`config.mk`:
```
export PLATFORM = sky130hd
export DESIGN_NAME = dsc_safety_cutoff
export DESIGN_NICKNAME = d
export VERILOG_FILES = /design/src/include/dsc_pkg.sv /design/src/dsc_chan_filter.sv /design/src/dsc_safety_cutoff.sv
export SDC_FILE = /design/constraint.sdc
export NUM_CORES = 1
export LEC_CHECK = 0
export BUFFER_PORTS_ARGS = -buffer_cell sky130_fd_sc_hd__buf_2
export CAP_MARGIN = 0
export CORE_MARGIN = 3
export CORE_UTILIZATION = 64
export CTS_CLUSTER_SIZE = 12
export DETAILED_ROUTE_END_ITERATION = 10
export HOLD_SLACK_MARGIN = 0.03
export PLACE_DENSITY = 0.95
export SLEW_MARGIN = 20
export SYNTH_ARGS = -nofsm -noshare
export SYNTH_HDL_FRONTEND = slang
export SYNTH_SLANG_ARGS = --single-unit
```
`constraint.sdc`:
```
create_clock -name clk_i -period 8.85 [get_ports clk_i]
set_input_delay 1.3275 -clock clk_i [delete_from_list [all_inputs] [get_ports clk_i]]
set_output_delay 1.3275 -clock clk_i [all_outputs]
set_load 0.005 [all_outputs]
```
`src/include/dsc_pkg.sv`:
```
// Summary of operation
// - Either input open requests motor current off
// - Motor power removed within 20 ms
// - Dropouts totalling 0.5 ms or less ignored
// - Utility interrupted by cutoff needs cancel, restart
// - Servo ready held off during cutoff
// - Ready when both closed and drive blocked
// - Cutoff drops holding brake, skipping delay
// - Dynamic brake applied when stop method selects
// - Cutoff alone never raises fault alarm
// - Monitor active only when both inputs open
// - One input open ten seconds raises fault
// - Disable command then closed inputs leave cutoff
// - Monitor follows inputs within 20 ms
package dsc_pkg;
   // ==================================================
   // Timing
   localparam int unsigned CLK_KHZ = 125000;
   localparam int unsigned GLITCH_TIME_US = 500;
   localparam int unsigned CUTOFF_TIME_MS = 20;
   localparam int unsigned MONITOR_TIME_MS = 20;
   localparam int unsigned MISMATCH_TIME_MS = 10000;
   localparam int unsigned GLITCH_CYC = (GLITCH_TIME_US * CLK_KHZ) / 1000;
   localparam int unsigned CUTOFF_CYC = CUTOFF_TIME_MS * CLK_KHZ;
   localparam int unsigned MONITOR_CYC = MONITOR_TIME_MS * CLK_KHZ;
   localparam int unsigned MISMATCH_CYC = MISMATCH_TIME_MS * CLK_KHZ;
   // ==================================================
   // Register map (byte addresses)
   localparam int ADR_W = 4;
   localparam logic [ADR_W-1:0] OFF_CTRL = 4'h0;
   localparam logic [ADR_W-1:0] OFF_CMD = 4'h4;
   localparam logic [ADR_W-1:0] OFF_STATUS = 4'h8;
   localparam logic [31:0] CTRL_RESET = 32'h0000_0000;
   localparam logic [31:0] CTRL_MASK = 32'hffff_ff01;
   localparam int CTRL_DYN_BRAKE = 0;
   localparam int CTRL_DELAY_LSB = 8;
   localparam int DELAY_W = 24;
   localparam int CMD_ENABLE = 0;
   localparam int CMD_DISABLE = 1;
   localparam int CMD_UTIL_START = 2;
   localparam int CMD_UTIL_CANCEL = 3;
   localparam int CMD_CLEAR = 4;
   localparam int ST_A_OPEN = 0;
   localparam int ST_B_OPEN = 1;
   localparam int ST_READY = 2;
   localparam int ST_POWER = 3;
   localparam int ST_FAULT = 4;
   localparam int ST_UTIL_RUN = 5;
   localparam int ST_UTIL_LOCK = 6;
   localparam int ST_ESTOP = 7;
   localparam int ST_DISABLE_SEEN = 8;
   localparam int ST_REFUSED = 9;
   localparam int ST_STATE_LSB = 12;
   // ==================================================
   // Drive states
   typedef enum logic [3:0] {
      DSC_BLOCKED = 4'h1,
      DSC_RUN = 4'h2,
      DSC_STOPPING = 4'h4,
      DSC_CUTOFF = 4'h8
   } dsc_state_t;
endpackage : dsc_pkg

```
`src/dsc_chan_filter.sv`:
```
`timescale 1ns/100ps
`default_nettype none
module dsc_chan_filter #(
   parameter int unsigned GLITCH_CYC = dsc_pkg::GLITCH_CYC
) (
   input wire logic clk_i,
   input wire logic rst_i,
   input wire logic ce_i,
   input wire logic pin_n_i,
   output logic open_o
);
   import dsc_pkg::*;
   localparam int CW = $clog2(GLITCH_CYC + 2);
   localparam logic [CW-1:0] LIMIT = CW'(GLITCH_CYC + 1);
   localparam logic [CW-1:0] ONE = CW'(1);
   localparam logic [CW-1:0] ZERO = CW'(0);

   logic sync0_reg;
   logic sync1_reg;
   logic [CW-1:0] cnt_reg;
   logic [CW-1:0] cnt_next;
   logic open_next;
   wire raw_open = ~sync1_reg;
   wire at_limit = (cnt_reg == LIMIT);
   wire at_zero = (cnt_reg == ZERO);

   // ==================================================
   // Integrating filter
   // Counts up while open and down while closed, so repeated short
   // dropouts add up; only a total beyond the threshold is believed.
   // glitch threshold
   assign cnt_next = (raw_open && !at_limit) ? cnt_reg + ONE :
                     (!raw_open && !at_zero) ? cnt_reg - ONE : cnt_reg;
   assign open_next = at_limit ? 1'b1 : (at_zero ? 1'b0 : open_o);

   always_ff @(posedge clk_i) begin
      if (rst_i) begin
         sync0_reg <= 1'b1;
         sync1_reg <= 1'b1;
         cnt_reg <= ZERO;
         open_o <= 1'b0;
      end else if (ce_i) begin
         sync0_reg <= pin_n_i;
         sync1_reg <= sync0_reg;
         cnt_reg <= cnt_next;
         open_o <= open_next;
      end
   end

   a_glitch_ignored: assert property (@(posedge clk_i) disable iff (rst_i)
      (ce_i && !open_o && cnt_reg < LIMIT) |=> !open_o)
      else $error("open recognised before glitch threshold");
endmodule : dsc_chan_filter
`default_nettype wire

```
`src/dsc_safety_cutoff.sv`:
```
// The register offsets and the Wishbone slave port are this design's own decisions.
`timescale 1ns/100ps
`default_nettype none
module dsc_safety_cutoff #(
   parameter int unsigned GLITCH_CYC = dsc_pkg::GLITCH_CYC,
   parameter int unsigned MISMATCH_CYC = dsc_pkg::MISMATCH_CYC
) (
   input wire logic clk_i,
   input wire logic rst_i,
   input wire logic ce_i,
   input wire logic wb_cyc_i,
   input wire logic wb_stb_i,
   input wire logic wb_we_i,
   input wire logic [dsc_pkg::ADR_W-1:0] wb_adr_i,
   input wire logic [3:0] wb_sel_i,
   input wire logic [31:0] wb_dat_i,
   output logic [31:0] wb_dat_o,
   output logic wb_ack_o,
   input wire logic safety_stop_in_a_n_i,
   input wire logic safety_stop_in_b_n_i,
   output logic motor_power_o,
   output logic servo_ready_o,
   output logic holding_brake_out_o,
   output logic dynamic_brake_o,
   output logic fault_alarm_out_o,
   output logic external_monitor_out_o
);
   import dsc_pkg::*;
   localparam int MW = $clog2(MISMATCH_CYC + 1);
   localparam logic [MW-1:0] MIS_LAST = MW'(MISMATCH_CYC - 1);
   localparam logic [MW-1:0] MIS_ONE = MW'(1);
   localparam logic [MW-1:0] MIS_ZERO = MW'(0);
   localparam logic [DELAY_W-1:0] DLY_ONE = DELAY_W'(1);
   localparam logic [DELAY_W-1:0] DLY_ZERO = DELAY_W'(0);

   // ==================================================
   // Input channels
   logic a_open;
   logic b_open;

   dsc_chan_filter #(.GLITCH_CYC(GLITCH_CYC)) u_filt_a (
      .clk_i(clk_i),
      .rst_i(rst_i),
      .ce_i(ce_i),
      .pin_n_i(safety_stop_in_a_n_i),
      .open_o(a_open)
   );

   dsc_chan_filter #(.GLITCH_CYC(GLITCH_CYC)) u_filt_b (
      .clk_i(clk_i),
      .rst_i(rst_i),
      .ce_i(ce_i),
      .pin_n_i(safety_stop_in_b_n_i),
      .open_o(b_open)
   );

   wire cutoff_req = a_open | b_open;
   wire both_closed = ~a_open & ~b_open;
   wire both_open = a_open & b_open;
   wire one_open = a_open ^ b_open;

   // ==================================================
   // Register bus
   logic [31:0] ctrl_reg;
   logic [31:0] ctrl_next;
   logic [31:0] status;
   logic [31:0] rd_data;
   wire bus_req = wb_cyc_i & wb_stb_i & ~wb_ack_o;
   wire sel_ctrl = (wb_adr_i == OFF_CTRL);
   wire sel_cmd = (wb_adr_i == OFF_CMD);
   wire sel_status = (wb_adr_i == OFF_STATUS);
   wire wr_ctrl = bus_req & wb_we_i & sel_ctrl;
   wire wr_cmd = bus_req & wb_we_i & sel_cmd & wb_sel_i[0];
   wire [31:0] wmask = {{8{wb_sel_i[3]}}, {8{wb_sel_i[2]}},
                        {8{wb_sel_i[1]}}, {8{wb_sel_i[0]}}};
   assign ctrl_next = ((ctrl_reg & ~wmask) | (wb_dat_i & wmask)) & CTRL_MASK;

   wire cmd_enable = wr_cmd & wb_dat_i[CMD_ENABLE];
   wire cmd_disable = wr_cmd & wb_dat_i[CMD_DISABLE];
   wire cmd_util_start = wr_cmd & wb_dat_i[CMD_UTIL_START];
   wire cmd_util_cancel = wr_cmd & wb_dat_i[CMD_UTIL_CANCEL];
   wire cmd_clear = wr_cmd & wb_dat_i[CMD_CLEAR];

   wire stop_method_select = ctrl_reg[CTRL_DYN_BRAKE];
   wire [DELAY_W-1:0] brake_release_delay_param = ctrl_reg[CTRL_DELAY_LSB +: DELAY_W];

   // Unmapped addresses and the write-only command word read as zero
   always_comb begin
      if (sel_ctrl) begin
         rd_data = ctrl_reg;
      end else if (sel_status) begin
         rd_data = status;
      end else begin
         rd_data = 32'h0000_0000;
      end
   end

   always_ff @(posedge clk_i) begin
      if (rst_i) begin
         wb_ack_o <= 1'b0;
         wb_dat_o <= 32'h0000_0000;
         ctrl_reg <= CTRL_RESET;
      end else if (ce_i) begin
         wb_ack_o <= bus_req;
         wb_dat_o <= bus_req ? rd_data : 32'h0000_0000;
         if (wr_ctrl) begin
            ctrl_reg <= ctrl_next;
         end
      end
   end

   // ==================================================
   // Drive state machine
   dsc_state_t state_reg;
   dsc_state_t state_next;
   logic [DELAY_W-1:0] dly_reg;
   logic [DELAY_W-1:0] dly_next;
   logic disable_seen_reg;
   logic util_run_reg;
   logic util_lock_reg;
   logic fault_reg;
   logic refused_reg;
   logic [MW-1:0] mis_reg;

   wire in_blocked = (state_reg == DSC_BLOCKED);
   wire in_cutoff = (state_reg == DSC_CUTOFF);
   // A utility that was running when the inputs opened stays frozen
   // utility lock
   wire util_motion = util_run_reg & ~util_lock_reg & in_blocked & both_closed;
   wire enable_ok = in_blocked & both_closed & ~fault_reg & ~util_lock_reg;
   wire enable_bad = cmd_enable & ~enable_ok & ~(state_reg == DSC_RUN);

   always_comb begin
      state_next = state_reg;
      dly_next = dly_reg;
      case (state_reg)
         DSC_BLOCKED: begin
            if (cmd_enable && enable_ok) begin
               state_next = DSC_RUN;
            end
         end
         DSC_RUN: begin
            if (cmd_disable) begin
               state_next = DSC_STOPPING;
               dly_next = brake_release_delay_param;
            end
         end
         DSC_STOPPING: begin
            if (dly_reg == DLY_ZERO) begin
               state_next = DSC_BLOCKED;
            end else begin
               dly_next = dly_reg - DLY_ONE;
            end
         end
         DSC_CUTOFF: begin
            if (disable_seen_reg && both_closed) begin
               state_next = DSC_BLOCKED;
            end
         end
         default: begin
            state_next = DSC_CUTOFF;
         end
      endcase
      if (cutoff_req) begin
         state_next = DSC_CUTOFF;
         dly_next = DLY_ZERO;
      end
   end

   wire mis_done = one_open & (mis_reg == MIS_LAST);
   wire [MW-1:0] mis_next = !one_open ? MIS_ZERO :
                            (mis_reg == MIS_LAST) ? mis_reg : mis_reg + MIS_ONE;

   always_ff @(posedge clk_i) begin
      if (rst_i) begin
         state_reg <= DSC_BLOCKED;
         dly_reg <= DLY_ZERO;
         mis_reg <= MIS_ZERO;
      end else if (ce_i) begin
         state_reg <= state_next;
         dly_reg <= dly_next;
         mis_reg <= mis_next;
      end
   end

   // Set terms win over clears in util_lock_reg, fault_reg, refused_reg; clears win in util_run_reg, disable_seen_reg
   always_ff @(posedge clk_i) begin
      if (rst_i) begin
         disable_seen_reg <= 1'b0;
         util_run_reg <= 1'b0;
         util_lock_reg <= 1'b0;
         fault_reg <= 1'b0;
         refused_reg <= 1'b0;
      end else if (ce_i) begin
         disable_seen_reg <= in_cutoff & (disable_seen_reg | cmd_disable);
         util_run_reg <= (util_run_reg | cmd_util_start) & ~cmd_util_cancel;
         util_lock_reg <= (cutoff_req & util_run_reg) |
                          (util_lock_reg & ~cmd_util_cancel);
         fault_reg <= mis_done | (fault_reg & ~cmd_clear);
         refused_reg <= enable_bad | (refused_reg & ~cmd_clear);
      end
   end

   // ==================================================
   // Outputs
   always_ff @(posedge clk_i) begin
      if (rst_i) begin
         motor_power_o <= 1'b0;
         servo_ready_o <= 1'b0;
         holding_brake_out_o <= 1'b0;
         dynamic_brake_o <= 1'b0;
         fault_alarm_out_o <= 1'b0;
         external_monitor_out_o <= 1'b0;
      end else if (ce_i) begin
         motor_power_o <= ~cutoff_req & ((state_next == DSC_RUN) |
                          (state_next == DSC_STOPPING) | util_motion);
         servo_ready_o <= ~cutoff_req & (state_next == DSC_BLOCKED) & both_closed;
         holding_brake_out_o <= ~cutoff_req & (state_next == DSC_RUN);
         dynamic_brake_o <= (state_next == DSC_CUTOFF) & stop_method_select;
         fault_alarm_out_o <= mis_done | (fault_reg & ~cmd_clear);
         external_monitor_out_o <= both_open;
      end
   end

   assign status = {16'h0000, state_reg, 2'b00, refused_reg, disable_seen_reg,
                    in_cutoff, util_lock_reg, util_run_reg, fault_reg,
                    motor_power_o, servo_ready_o, b_open, a_open};

   // ==================================================
   // Checks
   a_power_cut: assert property (@(posedge clk_i) disable iff (rst_i)
      (ce_i && cutoff_req) |=> (!motor_power_o && state_reg == DSC_CUTOFF))
      else $error("motor power not removed after cutoff request");

   a_ready_cutoff: assert property (@(posedge clk_i) disable iff (rst_i)
      (ce_i && cutoff_req) |=> !servo_ready_o)
      else $error("servo ready shown during cutoff");

   a_ready_blocked: assert property (@(posedge clk_i) disable iff (rst_i)
      (ce_i && in_blocked && both_closed && !cmd_enable && !cutoff_req) |=> servo_ready_o)
      else $error("servo ready missing in blocked state");

   a_brake_drop: assert property (@(posedge clk_i) disable iff (rst_i)
      (ce_i && cutoff_req && holding_brake_out_o) |=> !holding_brake_out_o && dly_reg == 0)
      else $error("holding brake not dropped at cutoff");

   a_dyn_brake: assert property (@(posedge clk_i) disable iff (rst_i)
      (ce_i && cutoff_req) |=> (dynamic_brake_o == $past(stop_method_select)))
      else $error("dynamic brake does not follow stop method");

   a_no_alarm: assert property (@(posedge clk_i) disable iff (rst_i)
      (ce_i && both_open && !fault_alarm_out_o) |=> !fault_alarm_out_o)
      else $error("alarm raised by cutoff alone");

   a_monitor_both: assert property (@(posedge clk_i) disable iff (rst_i)
      ce_i |=> (external_monitor_out_o == $past(a_open && b_open)))
      else $error("monitor output disagrees with inputs");

   a_mismatch_fault: assert property (@(posedge clk_i) disable iff (rst_i)
      (ce_i && one_open && mis_reg == MIS_LAST) |=> fault_alarm_out_o)
      else $error("mismatch alarm not raised");

   a_exit_needs_off: assert property (@(posedge clk_i) disable iff (rst_i)
      (ce_i && in_cutoff && !disable_seen_reg) |=> !in_blocked)
      else $error("cutoff left without disable command");

   a_util_frozen: assert property (@(posedge clk_i) disable iff (rst_i)
      (ce_i && util_lock_reg && !cmd_util_cancel) |=>
      (!motor_power_o && state_reg != DSC_RUN))
      else $error("locked utility resumed motion");
endmodule : dsc_safety_cutoff
`default_nettype wire

```
==> out/metrics.cfg, run 1 <==
[status]
status=finished, final reports clean

[hold_path]
hold_start=u_filt_a.cnt_reg[9]
hold_end=u_filt_a.cnt_reg[9]
hold_path.class=flip-flop to flip-flop
holdPathStages=2

[layout]
drive_above_1_share=0.1353
fin_nets=1178
final_common_cell=dfxtp_1
antenna_cells=0
layout_common_cells=165 x dfxtp_1, 148 x nor2_1, 82 x buf_2
multiInputGateArea_mm2=0.005165
n_fill_cell=955
syn2layout_area_growth_pct=12.70
area.sequential_mm2=0.003303

[sta]
post-route-period-util=0.4568
finalHoldViolCount=0
slew_violations=0
fmax_ghz=0.2474
worst_slew_pin_slew_ns=0.8504
tns_ns=0
rsz0062_at_grt=no
timing.final.crit_period_ns=4.043
setup_viol=0
relSlewSlack=0.4330
clock_skew_ns=0.01168

[floorplan]
dieArea_mm2=0.01515
die_w_um=123.1
dieHeight_um=123.1
ioPinCount=87
start_util=0.6575
rows=42
core-area_mm2=0.01335

[worst_setup_path]
r2r_cells=10
critPathKind=flip-flop to flip-flop
critPathLaunch=u_filt_b.cnt_reg[7]
cp.required_ns=9.16
worstPathMaxFanout=16
arrival_ns=4.35
end_kind=flip-flop
rrSetupSlack_ns=4.81
setup.worst_path.start_class=flip-flop
timing.rr.start=u_filt_b.cnt_reg[7]
r2r_end=u_filt_b.cnt_reg[11]

[pwr]
ir_worst_vdd_uv=158.3
p_switching_uw=875.8
swShare=0.3481
seqPwrFrac=0.349
p_int_uw=1640
total_leakage_power_uw=0.003988
p_comb_frac=0.345
power_uw=2516
p_per_area_mw_per_mm2=254.4
pwr-share-clk=0.306

[yosys]
synth.distinct_cells=69
ys.warnings.count=0
synth_cells=1047
syn_avg_cell_area_um2=8.382
synth.cell_area_mm2=0.008776
synth_edf_count=0
synth_seq_cells=165
async_reset_ff_frac=0
synthFlopType=dfxtp_1
syn_nets=1129
ys_seq_area_frac=0.3764

[detailed_routing]
avgViaCountPerCell=6.534
drt_wl_total_um=22890
drt_iter0_drc=972
drc=0
antenna_left=0
vias=8396
firstDrtPassIters=5
wl_per_cell_um=17.82

[clock_tree]
holdBufCountCts=0
cts_max_level=4
cts_buffers=17
post_cts_buffers=0
clock_path_buffers=2
cts_tree=built
cts-root-buf=clkbuf_16
clk_latency_ns=0.44
cts.sinks=165
cts_resized=0
clk_pin_slew_worst_paths_ns=0.06

[placement]
port_buffers=83
hpwl_um=14980
gp_congestion=0.9247

[run]
drv_cap=0

[global_route]
grt_pass1_vias=7885
grt_max_degree=69
globalRoute.totalOverflow=0
antenna_found_initial=1
grt_use_total=0.3055
grt_pass1_wl_um=37450

-- Yosys cell counts, drive strengths merged (5+ instances only) --
library cell / instances / area share
ha: 32 / 0.046
nor4: 30 / 0.021
mux2: 9 / 0.012
a31oi: 10 / 0.0071
or3: 11 / 0.0078
nor4b: 6 / 0.0077
nor2: 148 / 0.063
nand2: 58 / 0.025
a21o: 15 / 0.013
o211ai: 6 / 0.0051
nand3: 32 / 0.018
xor2: 10 / 0.010
a41oi: 5 / 0.0050
or2: 5 / 0.0036
a22oi: 31 / 0.027
nor3: 36 / 0.021
a211oi: 19 / 0.016
nand3b: 5 / 0.0043
and4: 9 / 0.0090
nand4: 20 / 0.014
o21ai: 58 / 0.033
a32oi: 11 / 0.011
nand2b: 7 / 0.0050
inv: 26 / 0.011
xnor2: 37 / 0.037
and3: 5 / 0.0036
mux2i: 43 / 0.049
clkbuf: 54 / 0.023
nor4bb: 6 / 0.0068
buf: 8 / 0.0043
dfxtp: 165 / 0.38
a21oi: 61 / 0.035
o2111ai: 6 / 0.0060
-- metal layers --
| metal | global-route usage | part of all wire | vias to the layer above |
|---|---|---|---|
| met5 | 0 | 0.00048 | - |
| met4 | 0.1453 | 0.039 | 2 |
| met3 | 0.06679 | 0.073 | 84 |
| met2 | 0.5111 | 0.48 | 405 |
| met1 | 0.3745 | 0.41 | 3927 |
| li1 | - | - | 3978 |
-- power by group through the flow --
stage	logic, uW	registers, uW	clock network [uW]
after floorplan	696	870	0
after global placement	811	885	0
after detailed placement	842	889	0
after CTS	855	875	777
after global routing	980	885	806
final	869	877	770
-- worst max-delay path by stage --
stage | depth (start not counted) | to
2_1_floorplan | 11 | u_filt_b.cnt_reg[14]
3_3_place_gp | 7 | flip-flop
3_5_place_dp | 7 | flip-flop
4_1_cts | 10 | u_filt_b.cnt_reg[11]
5_1_grt | 10 | u_filt_b.cnt_reg[11]
6_report | 10 | u_filt_b.cnt_reg[11]
-- stage by stage --
step           utilization  worst slack (ns)  hold WS [ns]  instance area, um^2  instances
2_1_floorplan            -             5.618        0.4329                 8776       1047
3_3_place_gp        0.6938             4.901        0.4522                 9260       1253
3_5_place_dp        0.6938             4.835        0.4626                 9260       1253
4_1_cts             0.7399             4.872        0.4772                 9876       1285
5_1_grt             0.7410             4.405        0.5000                 9891       1285
6_report            0.7410             4.807        0.4756                 9891       1285
-- cells by family after synthesis --
group,after synthesis,share of synthesized area
adders and majority gates,34,0.05019
buffers and inverters,89,0.03892
muxes,52,0.06059
AOI/OAI and AO/OA,265,0.2009
DFF,165,0.3764
xor gates and xnor gates,47,0.04691
and+or+nand+nor,395,0.2261
-- cell type report --
cell class | count | share of cell area
Tap cell | 176 | 0.02226
Timing Repair Buffer | 92 | 0.04908
Multi-Input combinational cell | 793 | 0.5222
Clock buffer | 18 | 0.04440
Sequential cell | 165 | 0.3340
Inverter | 27 | 0.01025
Clock inverter | 14 | 0.01784
-- worst max-delay path: stages (launching register included) --
cell and delay, ns:
dfxtp_1 0.33, nor4_1 0.65, a41oi_1 0.47, inv_1 0.58, ha_1 0.36, a211oi_1 0.36, o21ai_0 0.24, a221oi_1 0.61
xnor2_1 0.12, mux2i_1 0.14, nor2_1 0.05
Power figures use the tool's default switching activity.
==> run 2: changes to the inputs <==
Settings changed: ABC_AREA set to 1, CORE_UTILIZATION 64 to 61, PLACE_DENSITY 0.95 to 0.92.
Clock period 8.85 ns to 4.2 ns, I/O delays scaled along.
==> out/metrics.cfg, run 2 <==
[pwr]
seqPwrFrac=0.385  ; was 0.349
p_switching_uw=1361  ; was 875.8 uW
swShare=0.3070  ; was 0.3481
pwr-share-clk=0.396  ; was 0.306
ir_worst_vdd_uv=335.5  ; was 158.3 uV
p_int_uw=3072  ; was 1640 uW
p_per_area_mw_per_mm2=406.2  ; was 254.4 mW/mm^2
p_comb_frac=0.219  ; was 0.345
total_leakage_power_uw=0.004730  ; was 0.003988 uW

[yosys]
synth_cells=1540  ; was 1047
synth_xor_xnor_area_share=0.03312  ; was 0.04691
synth_most_common_cell=nand2_1  ; was dfxtp_1
synth-compound-area-share=0.1415  ; was 0.2009
ys_seq_area_frac=0.3376  ; was 0.3764
synth-adder-area-share=0.04502  ; was 0.05019
syn_avg_cell_area_um2=6.353  ; was 8.382 um^2
async_reset_ff_frac=0  ; unchanged
synth.cell_area_mm2=0.009783  ; was 0.008776 mm^2
syn_nets=1622  ; was 1129
synth_top_area_cell=dfxtp_1  ; unchanged
synth_seq_cells=165  ; unchanged
synth_top_family_by_area=simple AND/OR/NAND/NOR gates  ; unchanged
ys.warnings.count=0  ; unchanged
synthSimpleGateAreaFrac=0.3637  ; was 0.2261
synth_top_area_share=0.3376  ; was 0.3764
synth.distinct_cells=40  ; was 69
synth_area_leaders=dfxtp_1 34%, nand2_1 17%, nor2_1 8.6%  ; was dfxtp_1 38%, nor2_1 6.3%, mux2i_1 4.9%
netlist_top_cells_count=437 x nand2_1, 225 x nor2_1, 165 x dfxtp_1  ; was 165 x dfxtp_1, 148 x nor2_1, 60 x a21oi_1
synthFlopType=dfxtp_1  ; unchanged
muxShareOfSynthArea=0  ; was 0.06059
synth_edf_count=0  ; unchanged

[layout]
syn2layout_area_growth_pct=11.54  ; was 12.70%
layout_common_cells=437 x nand2_1, 225 x nor2_1, 165 x dfxtp_1  ; was 165 x dfxtp_1, 148 x nor2_1, 82 x buf_2
n_fill_cell=1299  ; was 955
final_common_cell=nand2_1  ; was dfxtp_1
drive_above_1_share=0.1002  ; was 0.1353
antenna_cells=0  ; unchanged
fin_nets=1676  ; was 1178
fin_util=0.7073  ; was 0.7410

[sta]
clock_skew_ns=0.008814  ; was 0.01168 ns
timing.final.crit_period_ns=2.846  ; was 4.043 ns
rsz0062_at_grt=no  ; unchanged
finalHoldViolCount=0  ; unchanged
setup_viol=0  ; unchanged
fmax_ghz=0.3514  ; was 0.2474 GHz
slew_violations=0  ; unchanged
tns_ns=0  ; unchanged
worst_slew_pin_slew_ns=0.9887  ; was 0.8504 ns
relSlewSlack=0.3408  ; was 0.4330
post-route-period-util=0.6776  ; was 0.4568

[floorplan]
dieHeight_um=132.6  ; was 123.1 um
start_util=0.6341  ; was 0.6575
ioPinCount=87  ; unchanged
die_w_um=132.6  ; was 123.1 um
dieArea_mm2=0.01759  ; was 0.01515 mm^2
rows=45  ; was 42
core-area_mm2=0.01543  ; was 0.01335 mm^2

[detailed_routing]
vias=10326  ; was 8396
drt_wl_total_um=26270  ; was 22890 um
avgViaCountPerCell=5.683  ; was 6.534
firstDrtPassIters=6  ; was 5
drt_iter0_drc=936  ; was 972
antenna_left=0  ; unchanged
wl_per_cell_um=14.46  ; was 17.82 um
drc=0  ; unchanged

[global_route]
grt_max_degree=93  ; was 69
globalRoute.totalOverflow=0  ; unchanged
grt_pass1_wl_um=43660  ; was 37450 um
antenna_found_initial=1  ; unchanged
grt_use_total=0.2936  ; was 0.3055
grt_pass1_vias=9490  ; was 7885

[worst_setup_path]
critPathKind=flip-flop to flip-flop  ; unchanged
cp.required_ns=4.58  ; was 9.16 ns
timing.rr.start=u_filt_b.cnt_reg[1]  ; was u_filt_b.cnt_reg[7]
cpPeakStageDelay_ns=0.48  ; was 0.65 ns
r2r_end=u_filt_b.cnt_reg[15]  ; was u_filt_b.cnt_reg[11]
r2r_cells=17  ; was 10
critPathMostFrequentCell=nand2_1
end_kind=flip-flop  ; unchanged
setup.worst_path.start_class=flip-flop  ; unchanged
critPathSlowestCell=nand2_1  ; was nor4_1
worstPathMaxFanout=17  ; was 16
worstPathCellList=nor2_1 -> nand3_1 -> nor2_1 -> nand2_1 -> nand2_1 -> ha_1 -> nand2_1 -> inv_1 -> a21oi_1 -> nand2_1 -> nand2_1 -> nand2_1 -> nand2_1 -> nand3_1 -> nand2_1 -> nand2_1 -> nor2_1  ; was nor4_1 -> a41oi_1 -> inv_1 -> ha_1 -> a211oi_1 -> o21ai_0 -> a221oi_1 -> xnor2_1 -> mux2i_1 -> nor2_1
rrSetupSlack_ns=1.35  ; was 4.81 ns
arrival_ns=3.22  ; was 4.35 ns

[clock_tree]
cts_buffers=17  ; unchanged
cts_max_level=4  ; unchanged
cts.sinks=165  ; unchanged
holdBufCountCts=0  ; unchanged
cts-root-buf=clkbuf_16  ; unchanged
cts_tree=built  ; unchanged
clock_path_buffers=2  ; unchanged
post_cts_buffers=0  ; unchanged
clk_latency_ns=0.43  ; was 0.44 ns
cts_resized=0  ; unchanged
clk_pin_slew_worst_paths_ns=0.07  ; was 0.06 ns

[hold_path]
hold_end=u_filt_b.sync0_reg  ; was u_filt_a.cnt_reg[9]
hold_path.class=primary input to flip-flop  ; was flip-flop to flip-flop
holdPathStages=3  ; was 2
hold_start=safety_stop_in_b_n_i  ; was u_filt_a.cnt_reg[9]

[run]
drv_cap=0  ; unchanged

[placement]
port_buffers=83  ; unchanged
gp_congestion=0.9765  ; was 0.9247
hpwl_um=18080  ; was 14980 um

[status]
status=finished, final reports clean  ; unchanged

==> run 2: logic make-up (layout without fill, tap and decap cells) <==
kind of cell	count (synthesis)	count (layout)
and+or+nand+nor	850	850
DFF	165	165
AOI/OAI and AO/OA	263	263
xor gates and xnor gates	37	37
buffers and inverters	191	257
adders and majority gates	34	34
==> run 2: per-stage QoR <==
step,setup WS (ns),total power (uW),hold WS [ns],cell area [um^2],cells
global placement,1.325,2650,0.4467,10250,1786
detailed placement,1.253,2681,0.4517,10250,1786
floorplan,1.896,2482,0.4292,9783,1540
CTS,1.369,4418,0.3999,10910,1817
finish,1.354,4432,0.4068,10910,1817
global route,1.068,4640,0.4165,10910,1817
==> run 2: worst max-delay path by stage <==
stage                            to                 from  slack, ns
2_1_floorplan  u_filt_a.cnt_reg[15]  u_filt_a.cnt_reg[0]       1.90
3_3_place_gp              flip-flop                 ce_i       1.33
3_5_place_dp              flip-flop                 ce_i       1.25
4_1_cts        u_filt_b.cnt_reg[15]  u_filt_b.cnt_reg[1]       1.37
5_1_grt        u_filt_b.cnt_reg[15]  u_filt_b.cnt_reg[1]       1.07
6_report       u_filt_b.cnt_reg[15]  u_filt_b.cnt_reg[1]       1.35
==> run 2: critical path: cells and delay by family, from the launching register on <==
family          cells  cell delay (ns)
compound gates      1             0.15
fa+ha+maj           1             0.40
buf+inv             1             0.05
simple gates       14             1.85
flops               1             0.35
==> run 2: area by class of cell <==
type                       count  area [um^2]  share of cell area
multi-input combinational   1184         5707              0.5230
sequential                   165         3303              0.3027
inverter                     136        510.5             0.04678
timing repair buffer          90        470.5             0.04311
clock buffer                  18        439.2             0.04025
tap                          211        264.0             0.02419
clock inverter                13        217.7             0.01995
==> run 2: power by group through the flow <==
stage / clock network [uW] / logic (uW) / registers [uW]
final: 1750 / 971 / 1710
after detailed placement: 0 / 945 / 1740
after CTS: 1760 / 958 / 1700
after global placement: 0 / 918 / 1730
after global routing: 1820 / 1100 / 1720
after floorplan: 0 / 766 / 1720
==> run 2: routing by layer <==
metal	vias to the layer above	track usage	part of all wire	wire (um)
met3	80	0.05513	0.085	2221
met2	475	0.4901	0.48	12510
met5	-	0	0.00046	12
met4	2	0.1161	0.030	795
li1	5085	-	-	-
met1	4684	0.3769	0.41	10730
